## src/hdl/pprc_defs.vh

```
// constants for the port power recovery and emulation configuration block
`ifndef PPRC_DEFS_VH
`define PPRC_DEFS_VH
// ----------------------------------------------------------------
// register indices, byte address is four times the index
// ----------------------------------------------------------------
`define PPRC_IDX_ART 8'h1c
`define PPRC_IDX_THR 8'h1e
`define PPRC_IDX_TIM 8'h1f
`define PPRC_IDX_STD 8'h20
`define PPRC_IDX_LEG 8'h21
`define PPRC_IDX_IST 8'h28
`define PPRC_IDX_IMK 8'h29
`define PPRC_IDX_STA 8'h2a
// ----------------------------------------------------------------
// reset values and implemented bit masks
// ----------------------------------------------------------------
`define PPRC_RST_ART 7'h2a
`define PPRC_RST_THR 4'hf
`define PPRC_RST_TIM 5'h03
`define PPRC_RST_STD 8'h16
`define PPRC_RST_LEG 7'h00
`define PPRC_MSK_STD 8'h17
// ----------------------------------------------------------------
// field positions
// ----------------------------------------------------------------
`define PPRC_CYC_HI 6
`define PPRC_CYC_LO 4
`define PPRC_TST_HI 3
`define PPRC_TST_LO 2
`define PPRC_VTS_HI 1
`define PPRC_VTS_LO 0
`define PPRC_COOL_HI 4
`define PPRC_COOL_LO 3
`define PPRC_CAP_HI 2
`define PPRC_CAP_LO 0
`define PPRC_DCP_BIT 4
// ----------------------------------------------------------------
// timing in milliseconds and millivolts
// ----------------------------------------------------------------
`define PPRC_CLK_KHZ 25000
`define PPRC_CYC_BASE_MS 11'd15
`define PPRC_TST_BASE_MS 11'd10
`define PPRC_STEP5_MS 11'd5
`define PPRC_VTS_STEP_MV 11'd250
`define PPRC_COOL_BASE_MS 11'd200
`define PPRC_CAP_STEP_MS 11'd200
`define PPRC_CAP_MAX_MS 11'd2000
`define PPRC_CAP_LONG_CODE 3'd7
`define PPRC_CAP_800_CODE 3'd3
// ----------------------------------------------------------------
// mode pins {emulation enable, select a, select b} for dedicated mode
// ----------------------------------------------------------------
`define PPRC_DCP_MODE 3'b111
`define PPRC_RESP_OKAY 2'b00
`define PPRC_RESP_SLVERR 2'b10
`endif

```

## src/hdl/pprc_top.v

```verilog
// recovery, timer and emulation configuration registers with axi4-lite
//
// Register access over AXI4-Lite was left to the implementer.
`timescale 1ns/1ps
`default_nettype none
`include "pprc_defs.vh"
module pprc_top #(
  parameter CLK_PER_MS = `PPRC_CLK_KHZ,
  parameter TW = 11
) (
  input wire mclk,
  input wire rst_n,
  input wire [7:0] s_axi_awaddr,
  input wire s_axi_awvalid,
  output reg s_axi_awready,
  input wire [31:0] s_axi_wdata,
  input wire [3:0] s_axi_wstrb,
  input wire s_axi_wvalid,
  output reg s_axi_wready,
  output reg [1:0] s_axi_bresp,
  output reg s_axi_bvalid,
  input wire s_axi_bready,
  input wire [7:0] s_axi_araddr,
  input wire s_axi_arvalid,
  output reg s_axi_arready,
  output reg [31:0] s_axi_rdata,
  output reg [1:0] s_axi_rresp,
  output reg s_axi_rvalid,
  input wire s_axi_rready,
  input wire errorIn,
  input wire overTempIn,
  input wire backDriveIn,
  input wire tempHighIn,
  input wire busDischargedIn,
  input wire devicePresentIn,
  input wire power_switch_enable_input,
  input wire mode_select_a,
  input wire mode_select_b,
  input wire emulation_enable_input,
  input wire sleepIn,
  input wire [10:0] vbusMilliVolt,
  input wire [7:0] busCurrentSteps,
  output reg useTestCurrent,
  output reg portSwitchOn,
  output reg errorActive,
  output reg cooldownHold,
  output reg attachEvalEnable,
  output reg removalDetect,
  output reg attachDetect,
  output reg emulationSuccess,
  output reg dcpProfileEnable,
  output reg [6:0] legacyProfileEnable,
  output reg irq
);
  // ----------------------------------------------------------------
  // pin synchronisers
  // ----------------------------------------------------------------
  localparam NP = 11;
  wire [NP-1:0] pinRaw;
  reg [NP-1:0] pinMeta;
  reg [NP-1:0] pinSync;
  reg tempHighLast;
  reg dischLast;
  assign pinRaw = {sleepIn, emulation_enable_input, mode_select_a,
    mode_select_b, power_switch_enable_input, devicePresentIn,
    busDischargedIn, tempHighIn, backDriveIn, overTempIn, errorIn};
  always @(posedge mclk or negedge rst_n)
  begin
    if (!rst_n)
    begin
      pinMeta <= {NP{1'b0}};
      pinSync <= {NP{1'b0}};
    end
    else
    begin
      pinMeta <= pinRaw;
      pinSync <= pinMeta;
    end
  end
  wire errS = pinSync[0];
  wire otS = pinSync[1];
  wire bdS = pinSync[2];
  wire thS = pinSync[3];
  wire dsS = pinSync[4];
  wire devS = pinSync[5];
  wire pweS = pinSync[6];
  wire [2:0] modeS = {pinSync[9], pinSync[8], pinSync[7]};
  wire sleepS = pinSync[10];
  // ----------------------------------------------------------------
  // millisecond tick
  // ----------------------------------------------------------------
  reg [15:0] divCnt;
  reg msTick;
  always @(posedge mclk or negedge rst_n)
  begin
    if (!rst_n)
    begin
      divCnt <= 16'h0000;
      msTick <= 1'b0;
    end
    else if (divCnt == CLK_PER_MS[15:0] - 16'h0001)
    begin
      divCnt <= 16'h0000;
      msTick <= 1'b1;
    end
    else
    begin
      divCnt <= divCnt + 16'h0001;
      msTick <= 1'b0;
    end
  end
  // ----------------------------------------------------------------
  // configuration registers
  // ----------------------------------------------------------------
  reg [6:0] artReg;
  reg [3:0] thrReg;
  reg [4:0] timReg;
  reg [7:0] stdReg;
  reg [6:0] legReg;
  reg [3:0] intStatus;
  reg [3:0] intMask;
  reg [3:0] intEvent;
  wire [2:0] cycCode = artReg[`PPRC_CYC_HI:`PPRC_CYC_LO];
  wire [1:0] tstCode = artReg[`PPRC_TST_HI:`PPRC_TST_LO];
  wire [1:0] vtsCode = artReg[`PPRC_VTS_HI:`PPRC_VTS_LO];
  wire [1:0] coolCode = timReg[`PPRC_COOL_HI:`PPRC_COOL_LO];
  wire [2:0] capCode = timReg[`PPRC_CAP_HI:`PPRC_CAP_LO];
  // code 100 lands on 35 ms with the same step
  wire [TW-1:0] cycMs = `PPRC_CYC_BASE_MS
    + {8'h00, cycCode} * `PPRC_STEP5_MS;
  wire [TW-1:0] tstMs = `PPRC_TST_BASE_MS
    + {9'h000, tstCode} * `PPRC_STEP5_MS;
  wire [10:0] vtestMv = ({9'h000, vtsCode} + 11'd1)
    * `PPRC_VTS_STEP_MV;
  wire [TW-1:0] coolMs = `PPRC_COOL_BASE_MS << coolCode;
  wire [TW-1:0] capMs = (capCode == `PPRC_CAP_LONG_CODE) ?
    `PPRC_CAP_MAX_MS :
    ({8'h00, capCode} + 11'd1) * `PPRC_CAP_STEP_MS;
  // ----------------------------------------------------------------
  // timers
  // ----------------------------------------------------------------
  reg cycStart;
  reg tstStart;
  reg coolStart;
  reg capStart;
  wire cycRun;
  wire cycDone;
  wire tstRun;
  wire tstDone;
  wire coolRun;
  wire coolDone;
  wire capRun;
  wire capDone;
  pprc_ms_timer #(.W(TW)) cycTimer (.mclk(mclk), .rst_n(rst_n),
    .msTick(msTick), .start(cycStart), .loadMs(cycMs),
    .running(cycRun), .done(cycDone));
  pprc_ms_timer #(.W(TW)) tstTimer (.mclk(mclk), .rst_n(rst_n),
    .msTick(msTick), .start(tstStart), .loadMs(tstMs),
    .running(tstRun), .done(tstDone));
  pprc_ms_timer #(.W(TW)) coolTimer (.mclk(mclk), .rst_n(rst_n),
    .msTick(msTick), .start(coolStart), .loadMs(coolMs),
    .running(coolRun), .done(coolDone));
  pprc_ms_timer #(.W(TW)) capTimer (.mclk(mclk), .rst_n(rst_n),
    .msTick(msTick), .start(capStart), .loadMs(capMs),
    .running(capRun), .done(capDone));
  // ----------------------------------------------------------------
  // auto-recovery state machine
  // ----------------------------------------------------------------
  localparam S_IDLE = 4'b0001;
  localparam S_CYCLE = 4'b0010;
  localparam S_CHECK = 4'b0100;
  localparam S_TEST = 4'b1000;
  reg [3:0] state;
  reg shortPulse;
  always @(posedge mclk or negedge rst_n)
  begin
    if (!rst_n)
    begin
      state <= S_IDLE;
      cycStart <= 1'b0;
      tstStart <= 1'b0;
      useTestCurrent <= 1'b0;
      portSwitchOn <= 1'b0;
      errorActive <= 1'b0;
      shortPulse <= 1'b0;
    end
    else
    begin
      cycStart <= 1'b0;
      tstStart <= 1'b0;
      shortPulse <= 1'b0;
      case (state)
        S_IDLE:
        begin
          if (errS)
          begin
            state <= S_CYCLE;
            cycStart <= 1'b1;
            errorActive <= 1'b1;
            portSwitchOn <= 1'b0;
          end
        end
        S_CYCLE:
        begin
          if (cycDone)
            state <= S_CHECK;
        end
        S_CHECK:
        begin
          if (!otS && !bdS)
          begin
            state <= S_TEST;
            useTestCurrent <= 1'b1;
            portSwitchOn <= 1'b1;
            tstStart <= 1'b1;
          end
          else
          begin
            state <= S_CYCLE;
            cycStart <= 1'b1;
          end
        end
        S_TEST:
        begin
          if (tstDone)
          begin
            useTestCurrent <= 1'b0;
            if (vbusMilliVolt < vtestMv)
            begin
              state <= S_CYCLE;
              cycStart <= 1'b1;
              portSwitchOn <= 1'b0;
              shortPulse <= 1'b1;
            end
            else
            begin
              state <= S_IDLE;
              errorActive <= 1'b0;
            end
          end
        end
        default:
          state <= S_IDLE;
      endcase
    end
  end
  // ----------------------------------------------------------------
  // cooldown, cap charge, attach and emulation outputs
  // ----------------------------------------------------------------
  wire capLong = capCode > `PPRC_CAP_800_CODE;
  wire next_success = busCurrentSteps > {4'h0, thrReg};
  always @(posedge mclk or negedge rst_n)
  begin
    if (!rst_n)
    begin
      tempHighLast <= 1'b0;
      dischLast <= 1'b0;
      coolStart <= 1'b0;
      capStart <= 1'b0;
      cooldownHold <= 1'b0;
      attachEvalEnable <= 1'b0;
      removalDetect <= 1'b0;
      attachDetect <= 1'b0;
      emulationSuccess <= 1'b0;
      dcpProfileEnable <= 1'b0;
      legacyProfileEnable <= 7'h00;
      intEvent <= 4'h0;
    end
    else
    begin
      tempHighLast <= thS;
      dischLast <= dsS;
      coolStart <= thS && !tempHighLast;
      capStart <= dsS && !dischLast;
      cooldownHold <= coolStart || (coolRun && !coolDone);
      attachEvalEnable <= !capStart && !capRun;
      removalDetect <= capDone && capLong && devS && !pweS;
      attachDetect <= removalDetect;
      emulationSuccess <= next_success;
      dcpProfileEnable <= (modeS == `PPRC_DCP_MODE) ||
        !stdReg[`PPRC_DCP_BIT];
      legacyProfileEnable <= ~legReg;
      intEvent <= {capDone, coolDone, next_success && !emulationSuccess,
        shortPulse};
    end
  end
  // ----------------------------------------------------------------
  // axi4-lite write channel
  // ----------------------------------------------------------------
  reg awHeld;
  reg wHeld;
  reg [7:0] awIdx;
  reg [7:0] wByte;
  reg wLane;
  wire doWrite = awHeld && wHeld && !s_axi_bvalid;
  wire wrHit = (awIdx == `PPRC_IDX_ART) || (awIdx == `PPRC_IDX_THR) ||
    (awIdx == `PPRC_IDX_TIM) || (awIdx == `PPRC_IDX_STD) ||
    (awIdx == `PPRC_IDX_LEG) || (awIdx == `PPRC_IDX_IST) ||
    (awIdx == `PPRC_IDX_IMK) || (awIdx == `PPRC_IDX_STA);
  wire wrEn = doWrite && wLane;
  always @(posedge mclk or negedge rst_n)
  begin
    if (!rst_n)
    begin
      awHeld <= 1'b0;
      wHeld <= 1'b0;
      awIdx <= 8'h00;
      wByte <= 8'h00;
      wLane <= 1'b0;
      s_axi_awready <= 1'b0;
      s_axi_wready <= 1'b0;
      s_axi_bvalid <= 1'b0;
      s_axi_bresp <= `PPRC_RESP_OKAY;
    end
    else
    begin
      s_axi_awready <= !awHeld && !s_axi_awready && s_axi_awvalid;
      s_axi_wready <= !wHeld && !s_axi_wready && s_axi_wvalid;
      if (s_axi_awvalid && s_axi_awready)
      begin
        awHeld <= 1'b1;
        awIdx <= {2'b00, s_axi_awaddr[7:2]};
      end
      if (s_axi_wvalid && s_axi_wready)
      begin
        wHeld <= 1'b1;
        wByte <= s_axi_wdata[7:0];
        wLane <= s_axi_wstrb[0];
      end
      if (doWrite)
      begin
        awHeld <= 1'b0;
        wHeld <= 1'b0;
        s_axi_bvalid <= 1'b1;
        s_axi_bresp <= wrHit ? `PPRC_RESP_OKAY : `PPRC_RESP_SLVERR;
      end
      else if (s_axi_bvalid && s_axi_bready)
        s_axi_bvalid <= 1'b0;
    end
  end
  // ----------------------------------------------------------------
  // register storage
  // ----------------------------------------------------------------
  always @(posedge mclk or negedge rst_n)
  begin
    if (!rst_n)
    begin
      artReg <= `PPRC_RST_ART;
      thrReg <= `PPRC_RST_THR;
      timReg <= `PPRC_RST_TIM;
      stdReg <= `PPRC_RST_STD;
      legReg <= `PPRC_RST_LEG;
      intMask <= 4'h0;
      intStatus <= 4'h0;
      irq <= 1'b0;
    end
    else
    begin
      // sleep leaves the other registers untouched
      if (sleepS)
        thrReg <= `PPRC_RST_THR;
      else if (wrEn && awIdx == `PPRC_IDX_THR)
        thrReg <= wByte[3:0];
      if (wrEn && awIdx == `PPRC_IDX_ART)
        artReg <= wByte[6:0];
      if (wrEn && awIdx == `PPRC_IDX_TIM)
        timReg <= wByte[4:0];
      if (wrEn && awIdx == `PPRC_IDX_STD)
        stdReg <= wByte & `PPRC_MSK_STD;
      if (wrEn && awIdx == `PPRC_IDX_LEG)
        legReg <= wByte[6:0];
      if (wrEn && awIdx == `PPRC_IDX_IMK)
        intMask <= wByte[3:0];
      // a new event wins over a write-one clear in the same cycle
      if (wrEn && awIdx == `PPRC_IDX_IST)
        intStatus <= (intStatus & ~wByte[3:0]) | intEvent;
      else
        intStatus <= intStatus | intEvent;
      irq <= |((intStatus | intEvent) & intMask);
    end
  end
  // ----------------------------------------------------------------
  // axi4-lite read channel
  // ----------------------------------------------------------------
  wire [7:0] rdIdx = {2'b00, s_axi_araddr[7:2]};
  reg [7:0] rdByte;
  reg rdHit;
  always @*
  begin
    rdHit = 1'b1;
    case (rdIdx)
      `PPRC_IDX_ART: rdByte = {1'b0, artReg};
      `PPRC_IDX_THR: rdByte = {4'h0, thrReg};
      `PPRC_IDX_TIM: rdByte = {3'b000, timReg};
      `PPRC_IDX_STD: rdByte = stdReg;
      `PPRC_IDX_LEG: rdByte = {1'b0, legReg};
      `PPRC_IDX_IST: rdByte = {4'h0, intStatus};
      `PPRC_IDX_IMK: rdByte = {4'h0, intMask};
      `PPRC_IDX_STA: rdByte = {errorActive, useTestCurrent, portSwitchOn,
        cooldownHold, attachEvalEnable, emulationSuccess,
        dcpProfileEnable, capRun};
      default:
      begin
        rdByte = 8'h00;
        rdHit = 1'b0;
      end
    endcase
  end
  always @(posedge mclk or negedge rst_n)
  begin
    if (!rst_n)
    begin
      s_axi_arready <= 1'b0;
      s_axi_rvalid <= 1'b0;
      s_axi_rdata <= 32'h00000000;
      s_axi_rresp <= `PPRC_RESP_OKAY;
    end
    else
    begin
      s_axi_arready <= !s_axi_rvalid && !s_axi_arready && s_axi_arvalid;
      if (s_axi_arvalid && s_axi_arready)
      begin
        s_axi_rvalid <= 1'b1;
        s_axi_rdata <= {24'h000000, rdByte};
        s_axi_rresp <= rdHit ? `PPRC_RESP_OKAY : `PPRC_RESP_SLVERR;
      end
      else if (s_axi_rvalid && s_axi_rready)
        s_axi_rvalid <= 1'b0;
    end
  end
endmodule
`default_nettype wire

```

## src/hdl/pprc_ms_timer.v

```verilog
// millisecond down-counting timer with start and one-cycle done pulse
`timescale 1ns/1ps
`default_nettype none
module pprc_ms_timer #(
  parameter W = 11
) (
  input wire mclk,
  input wire rst_n,
  input wire msTick,
  input wire start,
  input wire [W-1:0] loadMs,
  output reg running,
  output reg done
);
  reg [W-1:0] remain;
  always @(posedge mclk or negedge rst_n)
  begin
    if (!rst_n)
    begin
      remain <= {W{1'b0}};
      running <= 1'b0;
      done <= 1'b0;
    end
    else
    begin
      done <= 1'b0;
      if (start)
      begin
        remain <= loadMs;
        running <= 1'b1;
      end
      else if (running && msTick)
      begin
        if (remain <= {{(W-1){1'b0}}, 1'b1})
        begin
          running <= 1'b0;
          done <= 1'b1;
        end
        remain <= remain - {{(W-1){1'b0}}, 1'b1};
      end
    end
  end
endmodule
`default_nettype wire

```

## config.mk

```make
export PLATFORM = sky130hd
export DESIGN_NAME = pprc_top
export DESIGN_NICKNAME = d
export VERILOG_FILES = /design/src/hdl/pprc_top.v /design/src/hdl/pprc_ms_timer.v
export VERILOG_INCLUDE_DIRS = /design/src /design/src/hdl
export SDC_FILE = /design/constraint.sdc
export NUM_CORES = 1
export LEC_CHECK = 0
export BUFFER_PORTS_ARGS = -buffer_cell sky130_fd_sc_hd__buf_2
export CORE_MARGIN = 1.5
export CORE_UTILIZATION = 40
export DETAILED_ROUTE_END_ITERATION = 7
export GPL_ROUTABILITY_DRIVEN = 0
export GPL_TIMING_DRIVEN = 0
export HOLD_SLACK_MARGIN = 0.15
export SLEW_MARGIN = 20
export SYNTH_ARGS = -nofsm -noshare
export SYNTH_HDL_FRONTEND = slang
export SYNTH_SLANG_ARGS = --single-unit
```

## constraint.sdc

```tcl
create_clock -name mclk -period 4.35 [get_ports mclk]
set_input_delay 0 -clock mclk [delete_from_list [all_inputs] [get_ports mclk]]
set_output_delay 0 -clock mclk [all_outputs]
set_load 0.02 [all_outputs]
```

==> impl_metrics.env <==
export IMPL_cts_tree="built"
export IMPL_synth_edf_count=0
export IMPL_yosysSeqAreaShare_pct=51.7
export IMPL_dpl_hpwl_mm=14.1
export IMPL_cp_max_fo=8
export IMPL_clkTransAtPathRegs_ns=0.07
export IMPL_drive_gt1_share_pct=20.6
export IMPL_synth_area_um2=9170
export IMPL_cp_depth=13
export IMPL_clock_root_buffer="clkbuf_16"
export IMPL_ys_types=64
export IMPL_cp_common_cell="ha_1"
export IMPL_reg2reg_from="artReg[0]"
export IMPL_post_route_min_period_ns=3.70
export IMPL_drt_wl_total_mm=19.5
export IMPL_route_antenna_remaining_nets=0
export IMPL_clk_latency_ns=0.43
export IMPL_rsz0062_at_grt="false"
export IMPL_timing_rr_end="portSwitchOn"
export IMPL_first_pass_iters=4
export IMPL_core_area_um2=22600
export IMPL_worstSetupStartpointType="flip-flop"
export IMPL_busiest_layer="met2"
export IMPL_cts_max_path_buffers=2
export IMPL_critPathCapture="portSwitchOn"
export IMPL_path_buf_inv=2
export IMPL_ios=147
export IMPL_ir_drop_mv=0.220
export IMPL_portBuffers=85
export IMPL_fin_util_pct=49.2
export IMPL_die_h_um=154
export IMPL_startpoint="artReg[0]"
export IMPL_area_growth_synth_to_final_pct=21.0
export IMPL_synth_area_per_cell_um2=11.0
export IMPL_grt_overflow_total=0
export IMPL_p_seq_share_pct=47.7
export IMPL_nNetsFinal=1157
export IMPL_die_area_um2=23800
export IMPL_cts_sinks=189
export IMPL_path_cells="inv_1 -> ha_1 -> xnor2_1 -> ha_1 -> inv_1 -> fa_1 -> xnor2_1 -> ha_1 -> nand4_1 -> a211oi_1 -> nor3_1 -> or3b_1 -> and4_1"
export IMPL_synth_main_ff_cell="dfrtp_1"
export IMPL_worst_slew_pin_slew_ns=0.880
export IMPL_initial_core_util_pct=40.6
export IMPL_h_tree_depth=4
export IMPL_p_comb_share_pct=20.6
export IMPL_maxCapViolCount=0
export IMPL_ys_top_cells_by_area="dfrtp_1 48%, ha_1 7.2%, mux2_2 4.7%"
export IMPL_dr_total_vias=6509
export IMPL_track_usage_pct=17.2
export IMPL_ys_warnings_count=0
export IMPL_final_period_utilization_pct=85.1
export IMPL_cts_buffers=17
export IMPL_hold_buffers=43
export IMPL_switching_share_pct=31.0
export IMPL_yosysTopAreaCell="dfrtp_1"
export IMPL_drtIter0Drc=308
export IMPL_critPathTopFamily="adder cells"
export IMPL_use_met1_pct=23.8
export IMPL_cts_setup_buffers=0
export IMPL_rr_worst_depth=13
export IMPL_grt_pass1_wl_mm=32.3
export IMPL_crit_type="flip-flop to flip-flop"
export IMPL_setup_tns_ns=0
export IMPL_outcome="finished, final reports clean"
export IMPL_slowest_stage="dfrtp_1"
export IMPL_num_antenna_cells=0
export IMPL_vias_per_cell=4.97
export IMPL_setup_violations=0
export IMPL_gr_usage_met3_pct=3.56
export IMPL_min_path_type="input pin to async pin"
export IMPL_std_cell_rows=55
export IMPL_max_slew_margin_pct=41.2
export IMPL_finalHoldViolations=0
export IMPL_clockPowerShare_pct=31.7
export IMPL_synthCells=837
export IMPL_wl_per_cell_um=14.9
export IMPL_worst_setup_path_end_kind="flip-flop"
export IMPL_die_width_um=154
export IMPL_antenna_found_initial=0
export IMPL_drc=0
export IMPL_grt_pass1_vias=6505
export IMPL_leakagePower_nw=5.15
export IMPL_rrSetupSlack_ns=0.65
export IMPL_cts_resized=0
export IMPL_internal_power_mw=3.32
export IMPL_switchingPower_mw=1.49
export IMPL_synthArstFlopShare_pct=100
export IMPL_power_density_nw_per_um2=434
export IMPL_use_met2_pct=27.6
export IMPL_yosys_area_top_type_share_pct=48.0
export IMPL_critPathArrivalTime_ns=4.03
export IMPL_cpPeakStageDelay_ns=0.51
export IMPL_required_ns=4.68
export IMPL_ys_ff_latch=189
export IMPL_fmax_mhz=270
export IMPL_slew_viol_final=0
export IMPL_fin_skew_ns=0.00979
export IMPL_grt_max_degree=98
-- placed cells by master (no fill, tap or decap), types with 14 or more instances in the layout --
master / count
a21oi_1: 30
clkbuf_16: 17
o21ai_0: 40
nor3_1: 14
nand2_1: 68
dfrtp_1: 176
buf_2: 88
mux2_2: 38
ha_1: 53
clkbuf_1: 16
xnor2_1: 32
conb_1: 27
buf_4: 26
nor4_1: 14
nand3_1: 24
inv_1: 49
xor2_1: 29
nor2_1: 60
dlygate4sd3_1: 43
-- per-stage QoR --
step	worst slack, ns	cell area, um2	instances	power, mW	hold WS [ns]
finish	0.647	11100	1309	4.82	0.164
global route	0.470	11100	1309	5.11	0.186
CTS	0.650	11100	1309	4.88	0.176
detailed placement	0.650	10100	1234	3.26	0.0686
global placement	0.153	10100	1233	3.23	0.109
floorplan	1.15	9270	863	2.91	-0.296
-- kinds of logic (layout without fill, tap and decap cells) --
logic type                 count (synthesis)  in the layout  synth area share, %
and+or+nand+nor                          259            259                 14.8
DFF                                      189            189                 51.7
AOI/OAI and AO/OA                        128            128                 8.80
buffers and inverters                     94            255                 4.97
xor gates and xnor gates                  61             61                 5.82
adders and majority gates                 57             57                 8.10
muxes                                     48             48                 5.76
other                                      1             27               0.0409
-- cell type report --
| type | count | area (um2) |
|---|---|---|
| clock buffers | 20 | 447 |
| flip-flops and latches | 189 | 4750 |
| fillers | 2090 | 11500 |
| plain buffers | 45 | 272 |
| multi-input cells | 580 | 4070 |
| inverters | 49 | 184 |
| clock inverters | 12 | 131 |
| repair buffers | 129 | 893 |
| well taps | 285 | 357 |
-- sequential cells by signal, summed over array words and instances, names as in the netlist, 4 cells and up --
register and flops:
divCnt 16, capTimer.remain 11, coolTimer.remain 11, cycTimer.remain 11, pinMeta 11, pinSync 11, tstTimer.remain 11, s_axi_rdata 8
artReg 7, legReg 7, legacyProfileEnable 7, wByte 7, awIdx 6, timReg 5, intEvent 4, intMask 4
intStatus 4, state 4, stdReg 4, thrReg 4
-- power by group through the flow --
stage,Combinational [mW],Sequential [mW],Clock [mW]
5_1_grt,1.12,2.34,1.65
3_3_place_gp,0.910,2.32,0
2_1_floorplan,0.607,2.31,0
3_5_place_dp,0.930,2.33,0
6_report,0.993,2.29,1.53
4_1_cts,1.00,2.30,1.58
-- cell usage after synthesis (13+ instances only) --
library cell / count
dfstp_2: 13
xor2_1: 29
o21ai_0: 40
inv_1: 49
nor4_1: 14
buf_4: 26
nand3_1: 24
nand2_1: 68
ha_1: 53
nor3_1: 14
dfrtp_1: 176
xnor2_1: 32
nor2b_1: 13
nor2_1: 60
mux2_2: 38
clkbuf_1: 14
a21oi_1: 30
-- worst reg2reg max path, cell delays in order, from the launching register on --
cell      delay, ns
dfrtp_1        0.51
inv_1          0.15
ha_1           0.37
xnor2_1        0.17
ha_1           0.25
inv_1          0.07
fa_1           0.37
xnor2_1        0.14
ha_1           0.30
nand4_1        0.16
a211oi_1       0.37
nor3_1         0.18
or3b_1         0.37
and4_1         0.19
-- how the worst min path moves through the flow --
| stage | to | slack (ns) | from | depth (start not counted) |
|---|---|---|---|---|
| CTS | s_axi_awready | 0.18 | rst_n | 2 |
| global route | pinMeta[5] | 0.19 | devicePresentIn | 2 |
| floorplan | artReg[0] | -0.30 | rst_n | 0 |
| global placement | pinMeta[9] | 0.11 | emulation_enable_input | 1 |
| finish | s_axi_awready | 0.16 | rst_n | 2 |
| detailed placement | s_axi_awready | 0.07 | rst_n | 1 |
-- routing by layer --
metal,vias up,routed length (um)
met5,-,0
li1,3196,-
met3,14,761
met1,3166,9500
met2,133,9020
met4,0,167
No activity file was read; power rests on OpenSTA's default activity.
